### config.mk
export PLATFORM = sky130hd
export DESIGN_NAME = fpl_ctrl
export DESIGN_NICKNAME = d
export VERILOG_FILES = /design/src/logic/fpl_pkg.sv /design/src/logic/fpl_bus.sv /design/src/logic/fpl_ctrl.sv
export SDC_FILE = /design/constraint.sdc
export NUM_CORES = 1
export LEC_CHECK = 0
export ABC_AREA = 1
export BUFFER_PORTS_ARGS = -buffer_cell sky130_fd_sc_hd__buf_2
export CAP_MARGIN = 10
export CORE_ASPECT_RATIO = 1.4
export CORE_UTILIZATION = 45
export DETAILED_ROUTE_END_ITERATION = 16
export GPL_TIMING_DRIVEN = 0
export HOLD_SLACK_MARGIN = 0.08
export MAX_ROUTING_LAYER = met4
export PLACE_DENSITY = 0.63
export SYNTH_ARGS = -nofsm -noshare
export SYNTH_HDL_FRONTEND = slang
export SYNTH_SLANG_ARGS = --single-unit
### constraint.sdc
create_clock -name clock -period 2 [get_ports clock]
set_input_delay 0.1 -clock clock [delete_from_list [all_inputs] [get_ports clock]]
set_output_delay 0.1 -clock clock [all_outputs]
set_load 0.1 [all_outputs]
### src/logic/fpl_pkg.sv
package fpl_pkg;
    // ==================================================================
    // Software register map (APB, one word each)
    localparam logic [7:0]  FPL_REG_CTRL   = 8'h00;
    localparam logic [7:0]  FPL_REG_ARG    = 8'h04;
    localparam logic [7:0]  FPL_REG_PW_LO  = 8'h08;
    localparam logic [7:0]  FPL_REG_PW_HI  = 8'h0c;
    localparam logic [7:0]  FPL_REG_STATUS = 8'h10;
    localparam int          FPL_CTRL_START = 8;
    localparam logic [31:0] FPL_PW_RESET   = 32'hffff_ffff;
    // ==================================================================
    // Lock register layout
    localparam int          FPL_LK_REGION0 = 0;
    localparam int          FPL_LK_PERSIST = 1;
    localparam int          FPL_LK_PASSWD  = 2;
    localparam int          FPL_LK_REGION1 = 6;
    localparam int          FPL_LK_REGION2 = 9;
    localparam int          FPL_LK_REGION3 = 10;
    localparam logic [15:0] FPL_LK_RSVD    = 16'hf1b8;
    // ==================================================================
    // Flash status word layout
    localparam int          FPL_ST_READY   = 7;
    localparam int          FPL_ST_PFAIL   = 4;
    localparam int          FPL_ST_ABORT   = 3;
    // ==================================================================
    // Command cycle addresses and data codes
    localparam logic [15:0] FPL_A_UL1      = 16'h0555;
    localparam logic [15:0] FPL_A_UL2      = 16'h02aa;
    localparam logic [15:0] FPL_D_UL1      = 16'h00aa;
    localparam logic [15:0] FPL_D_UL2      = 16'h0055;
    localparam logic [15:0] FPL_D_LK_ENTER = 16'h0040;
    localparam logic [15:0] FPL_D_PW_ENTER = 16'h0060;
    localparam logic [15:0] FPL_D_GL_ENTER = 16'h0050;
    localparam logic [15:0] FPL_D_PROG     = 16'h00a0;
    localparam logic [15:0] FPL_D_PW_UL1   = 16'h0025;
    localparam logic [15:0] FPL_D_PW_UL2   = 16'h0003;
    localparam logic [15:0] FPL_D_COMMIT   = 16'h0029;
    localparam logic [15:0] FPL_D_STAT     = 16'h0070;
    localparam logic [15:0] FPL_D_SWRST    = 16'h00f0;
    // ==================================================================
    // Timing
    localparam int          FPL_CLK_MHZ      = 100;
    localparam int          FPL_UNLOCK_US    = 1;
    localparam int          FPL_UNLOCK_CYC   = FPL_UNLOCK_US * FPL_CLK_MHZ;
    localparam int          FPL_SETUP_CYC    = 2;
    localparam int          FPL_STROBE_CYC   = 4;
    // ==================================================================
    // Operations
    typedef enum logic [2:0] {
        FPL_OP_LOCK_PROG = 3'b000,
        FPL_OP_PW_PROG   = 3'b001,
        FPL_OP_UNLOCK    = 3'b010,
        FPL_OP_GUARD_LK  = 3'b011,
        FPL_OP_STATUS    = 3'b100,
        FPL_OP_SWRESET   = 3'b101
    } fpl_op_t;
endpackage : fpl_pkg

### src/logic/fpl_bus.sv
`timescale 1ns/1ps
`default_nettype none
// ======================================================================
// One flash bus cycle, write or read, fixed strobe timing
module fpl_bus
    import fpl_pkg::*;
#(
    parameter int ADDR_W = 26
)(
    // Clocking
    input  wire logic              clock,
    input  wire logic              rst_n,
    input  wire logic              clk_en,
    // Request
    input  wire logic              start,
    input  wire logic              wr,
    input  wire logic [ADDR_W-1:0] addr,
    input  wire logic [15:0]       wdata,
    output logic                   done,
    output logic [15:0]            rdata,
    // Flash pins
    output logic [ADDR_W-1:0]      flash_addr,
    output logic [15:0]            dq_o,
    output logic                   dq_oe_n,
    input  wire logic [15:0]       dq_i,
    output logic                   ce_n,
    output logic                   oe_n,
    output logic                   we_n
);
    typedef enum logic [1:0] {
        FPL_B_IDLE   = 2'b00,
        FPL_B_SETUP  = 2'b01,
        FPL_B_STROBE = 2'b10,
        FPL_B_HOLD   = 2'b11
    } fpl_bst_t;

    typedef struct packed {
        fpl_bst_t          st;
        logic [3:0]        cnt;
        logic              wr;
        logic              done;
        logic [15:0]       rdata;
        logic [ADDR_W-1:0] addr;
        logic [15:0]       dq_o;
        logic              dq_oe_n;
        logic              ce_n;
        logic              oe_n;
        logic              we_n;
    } fpl_bus_t;

    fpl_bus_t s_r;
    fpl_bus_t s_nxt;

    // ==================================================================
    // Cycle sequencer
    always_comb
    begin
        s_nxt      = s_r;
        s_nxt.done = 1'b0;
        case (s_r.st)
            FPL_B_IDLE:
            begin
                if (start)
                begin
                    s_nxt.st      = FPL_B_SETUP;
                    s_nxt.cnt     = 4'(FPL_SETUP_CYC);
                    s_nxt.wr      = wr;
                    s_nxt.addr    = addr;
                    s_nxt.dq_o    = wdata;
                    s_nxt.dq_oe_n = ~wr;   // Drive only on writes
                    s_nxt.ce_n    = 1'b0;
                end
            end
            FPL_B_SETUP:
            begin
                s_nxt.cnt = s_r.cnt - 4'h1;
                if (s_r.cnt == 4'h1)
                begin
                    s_nxt.st   = FPL_B_STROBE;
                    s_nxt.cnt  = 4'(FPL_STROBE_CYC);
                    s_nxt.we_n = ~s_r.wr;
                    s_nxt.oe_n = s_r.wr;
                end
            end
            FPL_B_STROBE:
            begin
                s_nxt.cnt = s_r.cnt - 4'h1;
                if (s_r.cnt == 4'h1)
                begin
                    // Sample read data before the strobe rises
                    s_nxt.st    = FPL_B_HOLD;
                    s_nxt.rdata = s_r.wr ? s_r.rdata : dq_i;
                    s_nxt.we_n  = 1'b1;
                    s_nxt.oe_n  = 1'b1;
                end
            end
            FPL_B_HOLD:
            begin
                s_nxt.st      = FPL_B_IDLE;
                s_nxt.ce_n    = 1'b1;
                s_nxt.dq_oe_n = 1'b1;
                s_nxt.done    = 1'b1;
            end
            default: s_nxt.st = FPL_B_IDLE;
        endcase
    end

    always_ff @(posedge clock or negedge rst_n)
    begin
        if (!rst_n)
        begin
            s_r         <= '0;
            s_r.st      <= FPL_B_IDLE;
            s_r.dq_oe_n <= 1'b1;
            s_r.ce_n    <= 1'b1;
            s_r.oe_n    <= 1'b1;
            s_r.we_n    <= 1'b1;
        end
        else if (clk_en)
        begin
            s_r <= s_nxt;
        end
    end

    assign done       = s_r.done;
    assign rdata      = s_r.rdata;
    assign flash_addr = s_r.addr;
    assign dq_o       = s_r.dq_o;
    assign dq_oe_n    = s_r.dq_oe_n;
    assign ce_n       = s_r.ce_n;
    assign oe_n       = s_r.oe_n;
    assign we_n       = s_r.we_n;
endmodule : fpl_bus
`default_nettype wire

### src/logic/fpl_ctrl.sv
// Summary of operation
// - Host writes ones to reserved bits; locks may be set apart.
// - After wrong password, wait unlock delay, then software reset.
// - Valid password: busy for unlock delay; host polls before next. Here busy ends once status reads ready, with no unlock delay.
// - Program the password before the password mode lock bit.
`timescale 1ns/1ps
`default_nettype none
module fpl_ctrl
    import fpl_pkg::*;
#(
    parameter int ADDR_W     = 26,
    parameter int UNLOCK_CYC = FPL_UNLOCK_CYC
)(
    // Clocking
    input  wire logic              clock,
    input  wire logic              rst_n,
    input  wire logic              clk_en,
    // APB slave
    input  wire logic              psel,
    input  wire logic              penable,
    input  wire logic              pwrite,
    input  wire logic [7:0]        paddr,
    input  wire logic [31:0]       pwdata,
    output logic                   pready,
    output logic [31:0]            prdata,
    output logic                   pslverr,
    // Flash pins
    output logic [ADDR_W-1:0]      flash_addr,
    output logic [15:0]            dq_o,
    output logic                   dq_oe_n,
    input  wire logic [15:0]       dq_i,
    output logic                   ce_n,
    output logic                   oe_n,
    output logic                   we_n,
    input  wire logic              ready_busy_pin
);
    typedef enum logic [2:0] {
        FPL_S_IDLE  = 3'b000,
        FPL_S_STEP  = 3'b001,
        FPL_S_SCMD  = 3'b010,
        FPL_S_SRD   = 3'b011,
        FPL_S_DELAY = 3'b100,
        FPL_S_RST   = 3'b101,
        FPL_S_WAIT  = 3'b110
    } fpl_st_t;

    typedef struct packed {
        fpl_st_t     st;
        fpl_op_t     op;
        logic [3:0]  step;
        logic [31:0] dly;
        logic [15:0] arg;
        logic [1:0]  widx;
        logic [63:0] pw;
        logic [3:0]  pw_done;
        logic        busy;
        logic        done;
        logic        fail;
        logic        refused;
        logic [15:0] fstat;
        logic        bstart;
        logic        bwr;
        logic [15:0] baddr;
        logic [15:0] bdata;
        logic        pready;
        logic        pslverr;
        logic [31:0] prdata;
    } fpl_ctl_t;

    fpl_ctl_t    s_r;
    fpl_ctl_t    s_nxt;
    logic        bus_done;
    logic [15:0] bus_rdata;

    // ==================================================================
    // Command cycle table: {last, address, data} for op and step
    function automatic logic [32:0] step_of(input fpl_op_t op, input logic [3:0] i,
                                            input logic [15:0] arg, input logic [1:0] w,
                                            input logic [63:0] pw);
        logic [15:0] ent;
        logic [15:0] a4;
        logic [15:0] d4;
        ent = (op == FPL_OP_LOCK_PROG) ? FPL_D_LK_ENTER :
              (op == FPL_OP_GUARD_LK)  ? FPL_D_GL_ENTER : FPL_D_PW_ENTER;
        // Password word address keeps sector and word-line bits zero
        a4  = (op == FPL_OP_PW_PROG) ? {14'h0000, w} : 16'h0000;
        d4  = (op == FPL_OP_GUARD_LK) ? 16'h0000 : arg;
        if (op == FPL_OP_SWRESET)
            step_of = {1'b1, 16'h0000, FPL_D_SWRST};
        else if (op == FPL_OP_UNLOCK)
            case (i)
                4'h0:    step_of = {1'b0, FPL_A_UL1, FPL_D_UL1};
                4'h1:    step_of = {1'b0, FPL_A_UL2, FPL_D_UL2};
                4'h2:    step_of = {1'b0, FPL_A_UL1, FPL_D_PW_ENTER};
                4'h3:    step_of = {1'b0, 16'h0000, FPL_D_PW_UL1};
                4'h4:    step_of = {1'b0, 16'h0000, FPL_D_PW_UL2};
                // Four words at addresses 0..3
                4'h5:    step_of = {1'b0, 16'h0000, pw[15:0]};
                4'h6:    step_of = {1'b0, 16'h0001, pw[31:16]};
                4'h7:    step_of = {1'b0, 16'h0002, pw[47:32]};
                4'h8:    step_of = {1'b0, 16'h0003, pw[63:48]};
                default: step_of = {1'b1, 16'h0000, FPL_D_COMMIT};
            endcase
        else
            case (i)
                4'h0:    step_of = {1'b0, FPL_A_UL1, FPL_D_UL1};
                4'h1:    step_of = {1'b0, FPL_A_UL2, FPL_D_UL2};
                4'h2:    step_of = {1'b0, FPL_A_UL1, ent};
                4'h3:    step_of = {1'b0, 16'h0000, FPL_D_PROG};
                default: step_of = {1'b1, a4, d4};
            endcase
    endfunction : step_of

    // ==================================================================
    // Register access and flash sequencing
    always_comb
    begin
        logic [32:0] stp;
        logic        acc;
        logic        lk_ok;
        logic [15:0] lkv;
        stp   = step_of(s_r.op, s_r.step, s_r.arg, s_r.widx, s_r.pw);
        acc   = psel && penable && !s_r.pready;
        // Reserved lock bits written as ones
        lkv   = s_r.arg | FPL_LK_RSVD;
        lk_ok = 1'b1;
        s_nxt        = s_r;
        s_nxt.bstart = 1'b0;
        s_nxt.pready = 1'b0;

        // APB: one wait state, writes commit as pready is seen
        if (acc)
        begin
            s_nxt.pready  = 1'b1;
            s_nxt.pslverr = 1'b0;
            case (paddr)
                FPL_REG_CTRL:   s_nxt.prdata = {29'h0, s_r.op};
                FPL_REG_ARG:    s_nxt.prdata = {14'h0, s_r.widx, s_r.arg};
                FPL_REG_PW_LO:  s_nxt.prdata = s_r.pw[31:0];
                FPL_REG_PW_HI:  s_nxt.prdata = s_r.pw[63:32];
                FPL_REG_STATUS: s_nxt.prdata = {8'h0, s_r.fstat, s_r.pw_done, s_r.refused,
                                                s_r.fail, s_r.done, s_r.busy};
                default:
                begin
                    s_nxt.prdata  = 32'h0000_0000;
                    s_nxt.pslverr = 1'b1;
                end
            endcase
        end
        if (psel && penable && s_r.pready && pwrite)
        begin
            case (paddr)
                FPL_REG_ARG:
                begin
                    s_nxt.arg  = pwdata[15:0];
                    s_nxt.widx = pwdata[17:16];
                end
                FPL_REG_PW_LO: s_nxt.pw[31:0]  = pwdata;
                FPL_REG_PW_HI: s_nxt.pw[63:32] = pwdata;
                FPL_REG_CTRL:
                begin
                    if (pwdata[FPL_CTRL_START] && !s_r.busy)
                    begin
                        s_nxt.op = fpl_op_t'(pwdata[2:0]);
                        if (s_nxt.op == FPL_OP_LOCK_PROG)
                        begin
                            // Never both mode bits at once
                            if (!lkv[FPL_LK_PERSIST] && !lkv[FPL_LK_PASSWD])
                                lk_ok = 1'b0;
                            // Password mode only once all words programmed
                            if (!lkv[FPL_LK_PASSWD] && s_r.pw_done != 4'hf)
                                lk_ok = 1'b0;
                        end
                        s_nxt.refused = !lk_ok;
                        s_nxt.done    = 1'b0;
                        s_nxt.fail    = 1'b0;
                        if (lk_ok)
                        begin
                            s_nxt.busy = 1'b1;
                            s_nxt.step = 4'h0;
                            s_nxt.st   = (s_nxt.op == FPL_OP_STATUS) ? FPL_S_SCMD : FPL_S_STEP;
                        end
                    end
                end
                default: s_nxt.pslverr = s_r.pslverr;
            endcase
        end

        // Flash side sequencing
        case (s_r.st)
            FPL_S_IDLE: s_nxt.bstart = 1'b0;
            FPL_S_STEP:
            begin
                s_nxt.bstart = 1'b1;
                s_nxt.bwr    = 1'b1;
                s_nxt.baddr  = stp[31:16];
                s_nxt.bdata  = (s_r.op == FPL_OP_LOCK_PROG && stp[32]) ? lkv : stp[15:0];
                s_nxt.st     = FPL_S_WAIT;
            end
            FPL_S_WAIT:
            begin
                if (bus_done)
                begin
                    if (!s_r.bwr)
                    begin
                        s_nxt.fstat = bus_rdata;
                        // Poll until ready
                        if (!bus_rdata[FPL_ST_READY])
                            s_nxt.st = FPL_S_SCMD;
                        else if (bus_rdata[FPL_ST_PFAIL] && s_r.op == FPL_OP_UNLOCK)
                        begin
                            // Wrong password: delay, then reset
                            s_nxt.fail = 1'b1;
                            s_nxt.dly  = 32'(UNLOCK_CYC);
                            s_nxt.st   = FPL_S_DELAY;
                        end
                        else
                        begin
                            // Fail covers locked regions too
                            s_nxt.fail = bus_rdata[FPL_ST_PFAIL];
                            s_nxt.st   = FPL_S_IDLE;
                            s_nxt.busy = 1'b0;
                            s_nxt.done = 1'b1;
                            if (s_r.op == FPL_OP_PW_PROG && !bus_rdata[FPL_ST_PFAIL])
                                s_nxt.pw_done[s_r.widx] = 1'b1;
                        end
                    end
                    else if (stp[32] && s_r.op == FPL_OP_SWRESET)
                    begin
                        s_nxt.st   = FPL_S_IDLE;
                        s_nxt.busy = 1'b0;
                        s_nxt.done = 1'b1;
                    end
                    else if (stp[32])
                        s_nxt.st = FPL_S_SCMD;
                    else
                    begin
                        s_nxt.step = s_r.step + 4'h1;
                        s_nxt.st   = FPL_S_STEP;
                    end
                end
            end
            FPL_S_SCMD:
            begin
                s_nxt.bstart = 1'b1;
                s_nxt.bwr    = 1'b1;
                s_nxt.baddr  = FPL_A_UL1;
                s_nxt.bdata  = FPL_D_STAT;
                s_nxt.st     = FPL_S_SRD;
            end
            FPL_S_SRD:
            begin
                if (bus_done)
                begin
                    s_nxt.bstart = 1'b1;
                    s_nxt.bwr    = 1'b0;
                    s_nxt.baddr  = 16'h0000;
                    s_nxt.st     = FPL_S_WAIT;
                end
            end
            FPL_S_DELAY:
            begin
                s_nxt.dly = s_r.dly - 32'h1;
                if (s_r.dly <= 32'h1)
                    s_nxt.st = FPL_S_RST;
            end
            FPL_S_RST:
            begin
                // Software reset leaves the overlay space
                s_nxt.op   = FPL_OP_SWRESET;
                s_nxt.step = 4'h0;
                s_nxt.st   = FPL_S_STEP;
            end
            default: s_nxt.st = FPL_S_IDLE;
        endcase
    end

    always_ff @(posedge clock or negedge rst_n)
    begin
        if (!rst_n)
        begin
            s_r    <= '0;
            s_r.st <= FPL_S_IDLE;
            s_r.pw <= {2{FPL_PW_RESET}};
        end
        else if (clk_en)
        begin
            s_r <= s_nxt;
        end
    end

    // ==================================================================
    // Flash bus cycle engine
    fpl_bus #(.ADDR_W(ADDR_W)) u_bus (
        .clock      (clock),
        .rst_n      (rst_n),
        .clk_en     (clk_en),
        .start      (s_r.bstart),
        .wr         (s_r.bwr),
        .addr       (ADDR_W'(s_r.baddr)),
        .wdata      (s_r.bdata),
        .done       (bus_done),
        .rdata      (bus_rdata),
        .flash_addr (flash_addr),
        .dq_o       (dq_o),
        .dq_oe_n    (dq_oe_n),
        .dq_i       (dq_i),
        .ce_n       (ce_n),
        .oe_n       (oe_n),
        .we_n       (we_n)
    );

    assign pready  = s_r.pready;
    assign prdata  = s_r.prdata;
    assign pslverr = s_r.pslverr;
endmodule : fpl_ctrl
`default_nettype wire

==> results of run 1 <==
-- how the worst max path moves through the flow --
stage	start	endpoint	slack, ns
after CTS	s_r[207]$_DFFE_PN0P_	s_r[213]$_DFFE_PN0P_	0.01
after detailed placement	u_bus.s_r[68]$_DFFE_PN0P_	u_bus.ce_n$_DFFE_PN1P_	-0.50
final	s_r[207]$_DFFE_PN0P_	s_r[36]$_DFFE_PN0P_	0.06
after global placement	rst_n	pready$_DFFE_PN0P_	-4.21
after floorplan	u_bus.s_r[68]$_DFFE_PN0P_	u_bus.rdata[10]$_DFFE_PN0P_	0.03
after global routing	s_r[212]$_DFFE_PN0P_	s_r[187]$_DFFE_PN0P_	-0.02
-- kinds of logic after synthesis --
family                   count (synthesis)  share of synthesized area, %
multiplexers                            15                          1.26
AND/OR/NAND/NOR                        691                          22.1
buffers and inverters                  343                          12.2
XOR/XNOR                                20                          1.31
adder cells (fa/ha/maj)                 12                          1.12
flip-flops                             252                          47.8
AO/OA/AOI/OAI                          341                          14.2
other                                    1                        0.0280
-- cells in the mapped netlist (all sizes together) --
library cell  count
a211oi            3
o21bai            4
o211ai            3
xnor2             3
clkbuf           31
buf              98
o2111a            1
a22o              3
o21a              2
o32ai             1
o22ai            38
nand2           430
clkinv            5
a21oi            36
inv             209
nand4            32
dfrtp           184
conb              1
dfstp            68
nor4              4
o2111ai           2
nand3            72
or3               1
o31ai            23
ha               12
a22oi             4
a31oi             6
nor3b             1
a31o              2
xor2             17
mux2             15
o21ai           213
nor3             21
or2               1
nor2            129
-- power by group --
part | switching, mW | internal (mW)
clock network | 2.15 | 2.86
registers | 0.615 | 5.92
logic | 5.59 | 2.19
total | 8.35 | 11.0
-- state kept, by name (all words and copies together) (netlist names), 4 cells and up --
name	cells
u_bus.dq_o	16
u_bus.flash_addr	4
s_r	170
u_bus.s_r	7
prdata	32
u_bus.rdata	16
-- worst max-delay path, delay by kind of cell (launching register included) --
| family | cells | cell delay (ns) |
|---|---|---|
| AO/OA/AOI/OAI | 1 | 0.24 |
| flip-flops | 1 | 0.42 |
| adder cells (fa/ha/maj) | 1 | 0.16 |
| AND/OR/NAND/NOR | 5 | 0.71 |
| buffers and inverters | 2 | 0.32 |
-- per-stage QoR --
stage	cell area, sq um	setup WS, ns
floorplan	13400	0.0345
global placement	14500	-4.21
detailed placement	14600	-0.503
CTS	16300	0.0122
global route	16500	-0.0152
finish	16500	0.0584
-- cell type report --
cell class | count | area [sq um] | area share (%)
buffer | 128 | 855 | 5.18
sequential | 252 | 6400 | 38.8
timing repair buffer | 207 | 1440 | 8.73
inverter | 214 | 826 | 5.01
clock buffer | 42 | 792 | 4.80
multi-input combinational | 1094 | 5620 | 34.1
tap | 380 | 475 | 2.88
clock inverter | 8 | 78.8 | 0.478
-- per-layer routing --
| metal | routed length, um | part of all wire, % | global-route usage, % |
|---|---|---|---|
| met1 | 16300 | 38 | 32.0 |
| met3 | 1800 | 4.2 | 3.13 |
| met2 | 22100 | 51 | 52.9 |
| met4 | 2810 | 6.5 | 18.4 |
| met5 | 0 | 0 | - |
-- repair_timing --
| action | in CTS | in global routing |
|---|---|---|
| setup buffers | 13 | 13 |
| endpoints found under the hold margin | 274 | 0 |
| hold buffers | 54 | 0 |
| pin swaps | 7 | 8 |
| resized for setup | 37 | 47 |
| endpoints found under the setup margin | 79 | 91 |
==> impl_metrics.yaml, run 1 <==
timing:
  hold_ws_ns: 0.100
  fin_crit_ns: 1.94
  skew_ns: 0.0268
  max_freq_mhz: 515
  tightest_slew_ns: 0.803
  setup_viol: 0
  finalHoldViolations: 0
  finalCritPeriodShare_pct: 97.1
  slew_headroom_pct: 46.5
  maxSlewViolCount: 0
  fin_tns_setup_ns: 0
critical_path:
  max_stage_delay_ns: 0.42
  cp.arrival_ns: 2.42
  startpoint_type: "flip-flop"
  r2r_cells: 9
  end_kind: "flip-flop"
  r2r-start: "s_r[207]$_DFFE_PN0P_"
  worst_ep_required_time_ns: 2.48
  cp_max_fo: 10
  rrSetupSlack_ns: 0.06
  path_class: "reg2reg"
  path_cells: "inv_2, ha_4, nand3_2, clkbuf_8, o21ai_0, nor3_1, nor3_2, nand3_1, nand2_1"
  r2r_end: "s_r[36]$_DFFE_PN0P_"
  cp_slowest_cell: "dfrtp_1"
finish:
  finish.utilization_pct: 56.3
  fin_cells: 2325
  final_nets: 1999
  layout_commonest_cell: "nand2_1"
  drive_gt1_share_pct: 24.0
  fillers: 2772
  final_cell_mix: "nand2_1 (412), o21ai_0 (201), inv_1 (193)"
  antenna_cells: 0
  synthToLayoutAreaGrowth_pct: 23.2
logic_synthesis:
  yosysUniqueCellTypes: 50
  syn_area_sq_um: 13400
  synth_cells: 1675
  yosys.area.top_type: "dfrtp_1"
  yosysTopAreaCellShare_pct: 34.4
  seq_area_frac_synth_pct: 47.8
  netlist_top_cells_area: "dfrtp_1 (34%), dfstp_2 (13%), nand2_1 (12%)"
  syn_area_per_cell_sq_um: 7.99
  ys_ff_latch: 252
  ys_warn_count: 0
hold_path:
  min_path_type: "in2async"
place:
  dp_hpwl_um: 32200
  port_buffers: 125
  dp.cells: 2196
  place.gp.congestion: 0.979
grt:
  grt_max_degree: 103
  grt_pass1_wl_um: 67400
  gr-total-overflow: 0
  grt.total_usage_pct: 29.8
  grt_pass1_vias: 12400
  antenna_found_initial: 0
floorplanning:
  fp.dieH_um: 206
  num_rows: 74
  die_w_um: 148
  ios: 143
  die-area_sq_um: 30400
  start_util_pct: 45.7
  core_area_sq_um: 29300
clock_tree:
  cts_tree: "done"
  clk_pin_slew_ns: 0.06
  clk_latency_ns: 0.56
  cts_buffers: 27
  htreeDepth: 1
  clockBufferDepth: 3
  cts_sinks: 252
  cts_root_buf: "clkbuf_16"
routing:
  dr.first_iter.drc_count: 872
  routed_wl_um: 43000
  drt_pre_antenna_iters: 5
  drtAntennaViolNets: 0
  drc: 0
  vias: 12200
  viasPerCell: 5.27
  wl_per_cell_um: 18.5
job:
  maxCapViolations: 0
status:
  status: "completed"
pwr:
  p_per_area_nw_per_um2: 1170
  power.total_mw: 19.3
  ir_drop_mv: 0.692
  leakage_nw: 7.94
Note: power is estimated with default switching activity, not from simulation.
==> inputs of run 2 (changes only) <==
CORE_MARGIN = 2   (was default)
MAX_ROUTING_LAYER = default   (was met4)
==> impl_metrics.yaml, run 2 (synthesized netlist as in run 1, its figures left out) <==
grt:
  grt_pass1_wl_um: 66300
  antenna_found_initial: 0
  grt.busiest_layer: "met2"
  grtUsageMet1_pct: 30.9
  grt_pass1_vias: 12300
  grt_max_degree: 127
  global_route.usage.met2_pct: 49.4
  grt.total_usage_pct: 27.3
  gr-total-overflow: 0
  use_met3_pct: 3.20
floorplanning:
  core_area_sq_um: 29300
  num_rows: 74
  fp.dieH_um: 208
  die-area_sq_um: 31200
  start_util_pct: 45.7
  ios: 143
  die_w_um: 150
routing:
  drt_pre_antenna_iters: 6
  drc: 0
  dr.first_iter.drc_count: 731
  drtAntennaViolNets: 0
  wl_per_cell_um: 18.2
  vias: 12200
  viasPerCell: 5.27
  routed_wl_um: 42300
timing:
  rsz0062_at_grt: "true"
  max_freq_mhz: 509
  fin_crit_ns: 1.96
  finalHoldViolations: 0
  slew_headroom_pct: 49.8
  setup_viol: 0
  finalCritPeriodShare_pct: 98.2
  maxSlewViolCount: 0
  fin_ws_ns: 0.0370
  tightest_slew_ns: 0.752
  hold_ws_ns: 0.0827
  skew_ns: 0.0160
finish:
  layout_commonest_cell: "nand2_1"
  antenna_cells: 0
  final_nets: 1996
  final_cell_mix: "nand2_1 (413), o21ai_0 (198), inv_1 (195)"
  synthToLayoutAreaGrowth_pct: 23.6
  largest_register_ffs: 170
  drive_gt1_share_pct: 23.9
  largest-register: "s_r"
critical_path:
  worst_ep_required_time_ns: 2.43
  cp_max_fo: 10
  rrSetupSlack_ns: 0.04
  path_class: "reg2reg"
  startpoint_type: "flip-flop"
  end_kind: "flip-flop"
  cp.arrival_ns: 2.39
status:
  status: "completed"
job:
  maxCapViolations: 0
clock_tree:
  clockBufferDepth: 3
  cts_root_buf: "clkbuf_16"
  cts_tree: "done"
  htreeDepth: 1
  cts_buffers: 27
  clk_latency_ns: 0.55
  clk_pin_slew_ns: 0.07
  cts_sinks: 252
pwr:
  power.total_mw: 19.7
  ir_drop_mv: 0.741
  p_per_area_nw_per_um2: 1190
  leakage_nw: 7.93
place:
  dp_hpwl_um: 31800
  place.gp.congestion: 0.928
  port_buffers: 125
  pre_cts_ws_ns: -0.569
hold_path:
  min_path_type: "in2reg"
run 2: changes by cell type in the layout (fill, tap and decap cells not counted), moves of 4 or more:
cell / previous run / this run
buf_4: 102 / 97
bufinv_16: 1 / 5
clkbuf_1: 34 / 29
clkbuf_8: 7 / 2
clkinv_4: 2 / 7
nand2_4: 5 / 1
run 2: critical path, stage by stage (launching register included):
cell      delay (ns)
dfrtp_2         0.46
ha_2            0.24
nand3_4         0.19
clkinv_4        0.16
nand2_1         0.09
nand4_1         0.17
o21ai_2         0.23
o21ai_0         0.13
nand2_1         0.11
o21ai_1         0.06
run 2: layer usage:
metal  wire [um]  share of wire [%]
met3        1950                4.6
met1       15900                 38
met4        2530                6.0
met5           0                  0
met2       21900                 52
run 2: worst paths after layout:
kind                                           start                   endpoint  cells after the start
max in group asynchronous                      rst_n     prdata[30]$_DFFE_PN0P_                      5
min in group asynchronous                      rst_n       s_r[178]$_DFFE_PN0P_                      4
setup reg to reg                s_r[207]$_DFFE_PN0P_        s_r[42]$_DFFE_PN0P_                      9
setup / recovery                s_r[207]$_DFFE_PN0P_        s_r[42]$_DFFE_PN0P_                      9
hold reg to reg            u_bus.dq_o[9]$_DFFE_PN0P_  u_bus.dq_o[9]$_DFFE_PN0P_                      2
hold / removal                              paddr[1]      prdata[0]$_DFFE_PN0P_                      6
run 2: layout make-up:
class	count	area, sq um
flip-flops and latches	252	6400
inverters	214	821
plain buffers	129	853
repair buffers	203	1420
multi-input cells	1094	5610
well taps	380	475
clock inverters	17	233
clock buffers	32	736
fillers	2798	12700
run 2: power by group:
| part | leakage [nW] | internal, mW | switching [mW] | total, mW |
|---|---|---|---|---|
| clock | 0.469 | 3.28 | 2.20 | 5.48 |
| combinational | 4.38 | 2.14 | 5.53 | 7.68 |
| sequential | 3.08 | 5.92 | 0.630 | 6.55 |
run 2: timing repair:
action                                 4_1_cts  5_1_grt
gates resized for setup                     38       38
buffers inserted                             8       13
setup endpoints to repair                   84       85
pin swaps                                    7        3
hold buffers                                55        0
endpoints found under the hold margin      227        0
run 2: per-stage QoR:
step / cells / util (%) / TNS (ns) / cell area, sq um
final: 2321 / 56.6 / 0 / 16500
after global routing: 2321 / 56.6 / -0.349 / 16500
after CTS: 2308 / 55.8 / -0.00589 / 16300
after detailed placement: 2196 / 49.9 / -21.31 / 14600
after global placement: 2194 / 49.7 / -851.69 / 14500
after floorplan: 1689 / - / 0 / 13400
==> inputs of run 3 (changes only) <==
==> constraint.sdc (replaced) <==
create_clock -name clock -period 2 [get_ports clock]
set_input_delay 0.4 -clock clock [delete_from_list [all_inputs] [get_ports clock]]
set_output_delay 0.4 -clock clock [all_outputs]
set_load 0.1 [all_outputs]
==> impl_metrics.yaml, run 3 (synthesized netlist as in run 1, its figures left out) <==
critical_path:
  cp_num_buf_inv: 1
  path_cells: "ha_2, nand3_4, clkinv_4, nand2_1, nand4_1, o21ai_2, o21ai_0, nand2_1, o21ai_1"
  cp.arrival_ns: 2.40
  path_class: "reg2reg"
  critPathTopFamily: "simple AND/OR/NAND/NOR gates"
  max_stage_delay_ns: 0.46
  cp_slowest_cell: "dfrtp_2"
  r2r-start: "s_r[207]$_DFFE_PN0P_"
  path_common_cell: "nand2_1"
  end_kind: "flip-flop"
  startpoint_type: "flip-flop"
  worst_ep_required_time_ns: 2.43
  crit_start: "s_r[207]$_DFFE_PN0P_"
  cp_max_fo: 10
place:
  port_buffers: 125
  place.gp.congestion: 0.928
  dp_hpwl_um: 31800
  dpl_cell_area_sq_um: 14600
timing:
  fin_crit_ns: 1.97
  hold_ws_ns: 0.0959
  maxSlewViolCount: 0
  tightest_slew_ns: 0.755
  skew_ns: 0.0147
  finalCritPeriodShare_pct: 98.6
  slew_headroom_pct: 49.7
  max_freq_mhz: 507
  setup_viol: 0
  rsz0062_at_grt: "true"
  finalHoldViolations: 0
clock_tree:
  clk_pin_slew_ns: 0.07
  cts_sinks: 252
  clockBufferDepth: 3
  clk_latency_ns: 0.55
  htreeDepth: 1
  cts_tree: "done"
  cts_buffers: 27
  cts_root_buf: "clkbuf_16"
floorplanning:
  die_w_um: 150
  ios: 143
  num_rows: 74
  die-area_sq_um: 31200
  start_util_pct: 45.7
  core_area_sq_um: 29300
  fp.dieH_um: 208
status:
  status: "completed"
grt:
  grt.total_usage_pct: 27.1
  grt_pass1_vias: 12200
  grt_pass1_wl_um: 65800
  antenna_found_initial: 0
  gr-total-overflow: 0
  grt_max_degree: 127
hold_path:
  min_path_type: "in2reg"
  hp-start: "dq_i[6]"
finish:
  antenna_cells: 0
  largest-register: "s_r"
  final_nets: 1964
  synthToLayoutAreaGrowth_pct: 21.2
  layout_commonest_cell: "nand2_1"
  design_area_sq_um: 16200
  drive_gt1_share_pct: 24.3
  multi_input_area_sq_um: 5600
  largest_register_ffs: 170
  regArea_sq_um: 6400
  final_cell_mix: "nand2_1 (413), o21ai_0 (198), inv_1 (196)"
  fillers: 2845
pwr:
  leakage_nw: 7.80
  switching_share_pct: 42.5
  p_per_area_nw_per_um2: 1210
  p_sw_mw: 8.35
  p_comb_share_pct: 38.8
  ir_drop_mv: 0.740
  clockPowerShare_pct: 27.9
  power_frac_seq_pct: 33.3
  internal_power_mw: 11.3
  power.total_mw: 19.7
routing:
  viasPerCell: 5.29
  vias: 12100
  wl_per_cell_um: 18.4
  drtAntennaViolNets: 0
  dr.first_iter.drc_count: 799
  drc: 0
  drt_pre_antenna_iters: 5
  routed_wl_um: 42100
job:
  maxCapViolations: 0
==> run 3: changes by cell type in the layout (fill, tap and decap cells not counted), sizes merged <==
cell | previous run | this run
buf | 248 | 246
dlygate4sd3 | 54 | 24
==> run 3: through the flow <==
step,setup WS (ns),util (%),cells,TNS (ns)
after floorplan,0.0345,-,1689,0
after global placement,-4.50,49.7,2194,-956.55
after detailed placement,-0.569,49.9,2196,-51.58
after CTS,-0.00589,54.7,2277,-0.00589
after global routing,-0.0922,55.4,2289,-0.341
final,0.0283,55.4,2289,0
==> run 3: power by group through the flow <==
stage	registers [mW]	logic, mW	clock network, mW
6_report	6.55	7.63	5.49
2_1_floorplan	6.75	5.24	0
5_1_grt	6.65	8.30	5.76
3_3_place_gp	6.57	7.04	0
4_1_cts	6.52	7.39	5.56
3_5_place_dp	6.60	7.14	0
==> run 3: worst register-to-register path: stages, from the launching register on <==
cell,delay [ns]
dfrtp_2,0.46
ha_2,0.24
nand3_4,0.19
clkinv_4,0.15
nand2_1,0.09
nand4_1,0.17
o21ai_2,0.24
o21ai_0,0.13
nand2_1,0.11
o21ai_1,0.07
==> run 3: repair_timing <==
| action | CTS | global route |
|---|---|---|
| hold buffers | 24 | 0 |
| endpoints found under the hold margin | 61 | 0 |
| setup buffers | 8 | 12 |
| endpoints found under the setup margin | 84 | 89 |
| pin swaps | 7 | 3 |
| resized for setup | 38 | 41 |
==> run 3: routing by layer <==
| layer | wire, um | vias up | global-route usage [%] |
|---|---|---|---|
| li1 | - | 5793 | - |
| met1 | 15900 | 5859 | 30.9 |
| met2 | 21900 | 346 | 49.3 |
| met3 | 1920 | 105 | 3.18 |
| met4 | 2320 | 0 | 13.7 |
| met5 | 0 | - | 0 |
==> run 3: cell type report <==
cell class,instances,share of cell area (%)
flip-flops and latches,252,39.5
multi-input cells,1094,34.5
repair buffers,171,6.74
plain buffers,129,5.30
inverters,214,5.06
clock buffers,32,4.54
well taps,380,2.93
clock inverters,17,1.44
==> run 3: path summary, 6_finish.rpt <==
path | slack [ns] | cells after the start | endpoint
worst max-delay path | 0.03 | 9 | s_r[42]$_DFFE_PN0P_
worst min-delay path | 0.1 | 2 | u_bus.rdata[6]$_DFFE_PN0P_
worst max register to register | 0.03 | 9 | s_r[42]$_DFFE_PN0P_
worst min register to register | 0.48 | 2 | u_bus.dq_o[9]$_DFFE_PN0P_
max in group asynchronous | 0.31 | 4 | s_r[79]$_DFFE_PN0P_
min in group asynchronous | 0.30 | 2 | s_r[178]$_DFFE_PN0P_
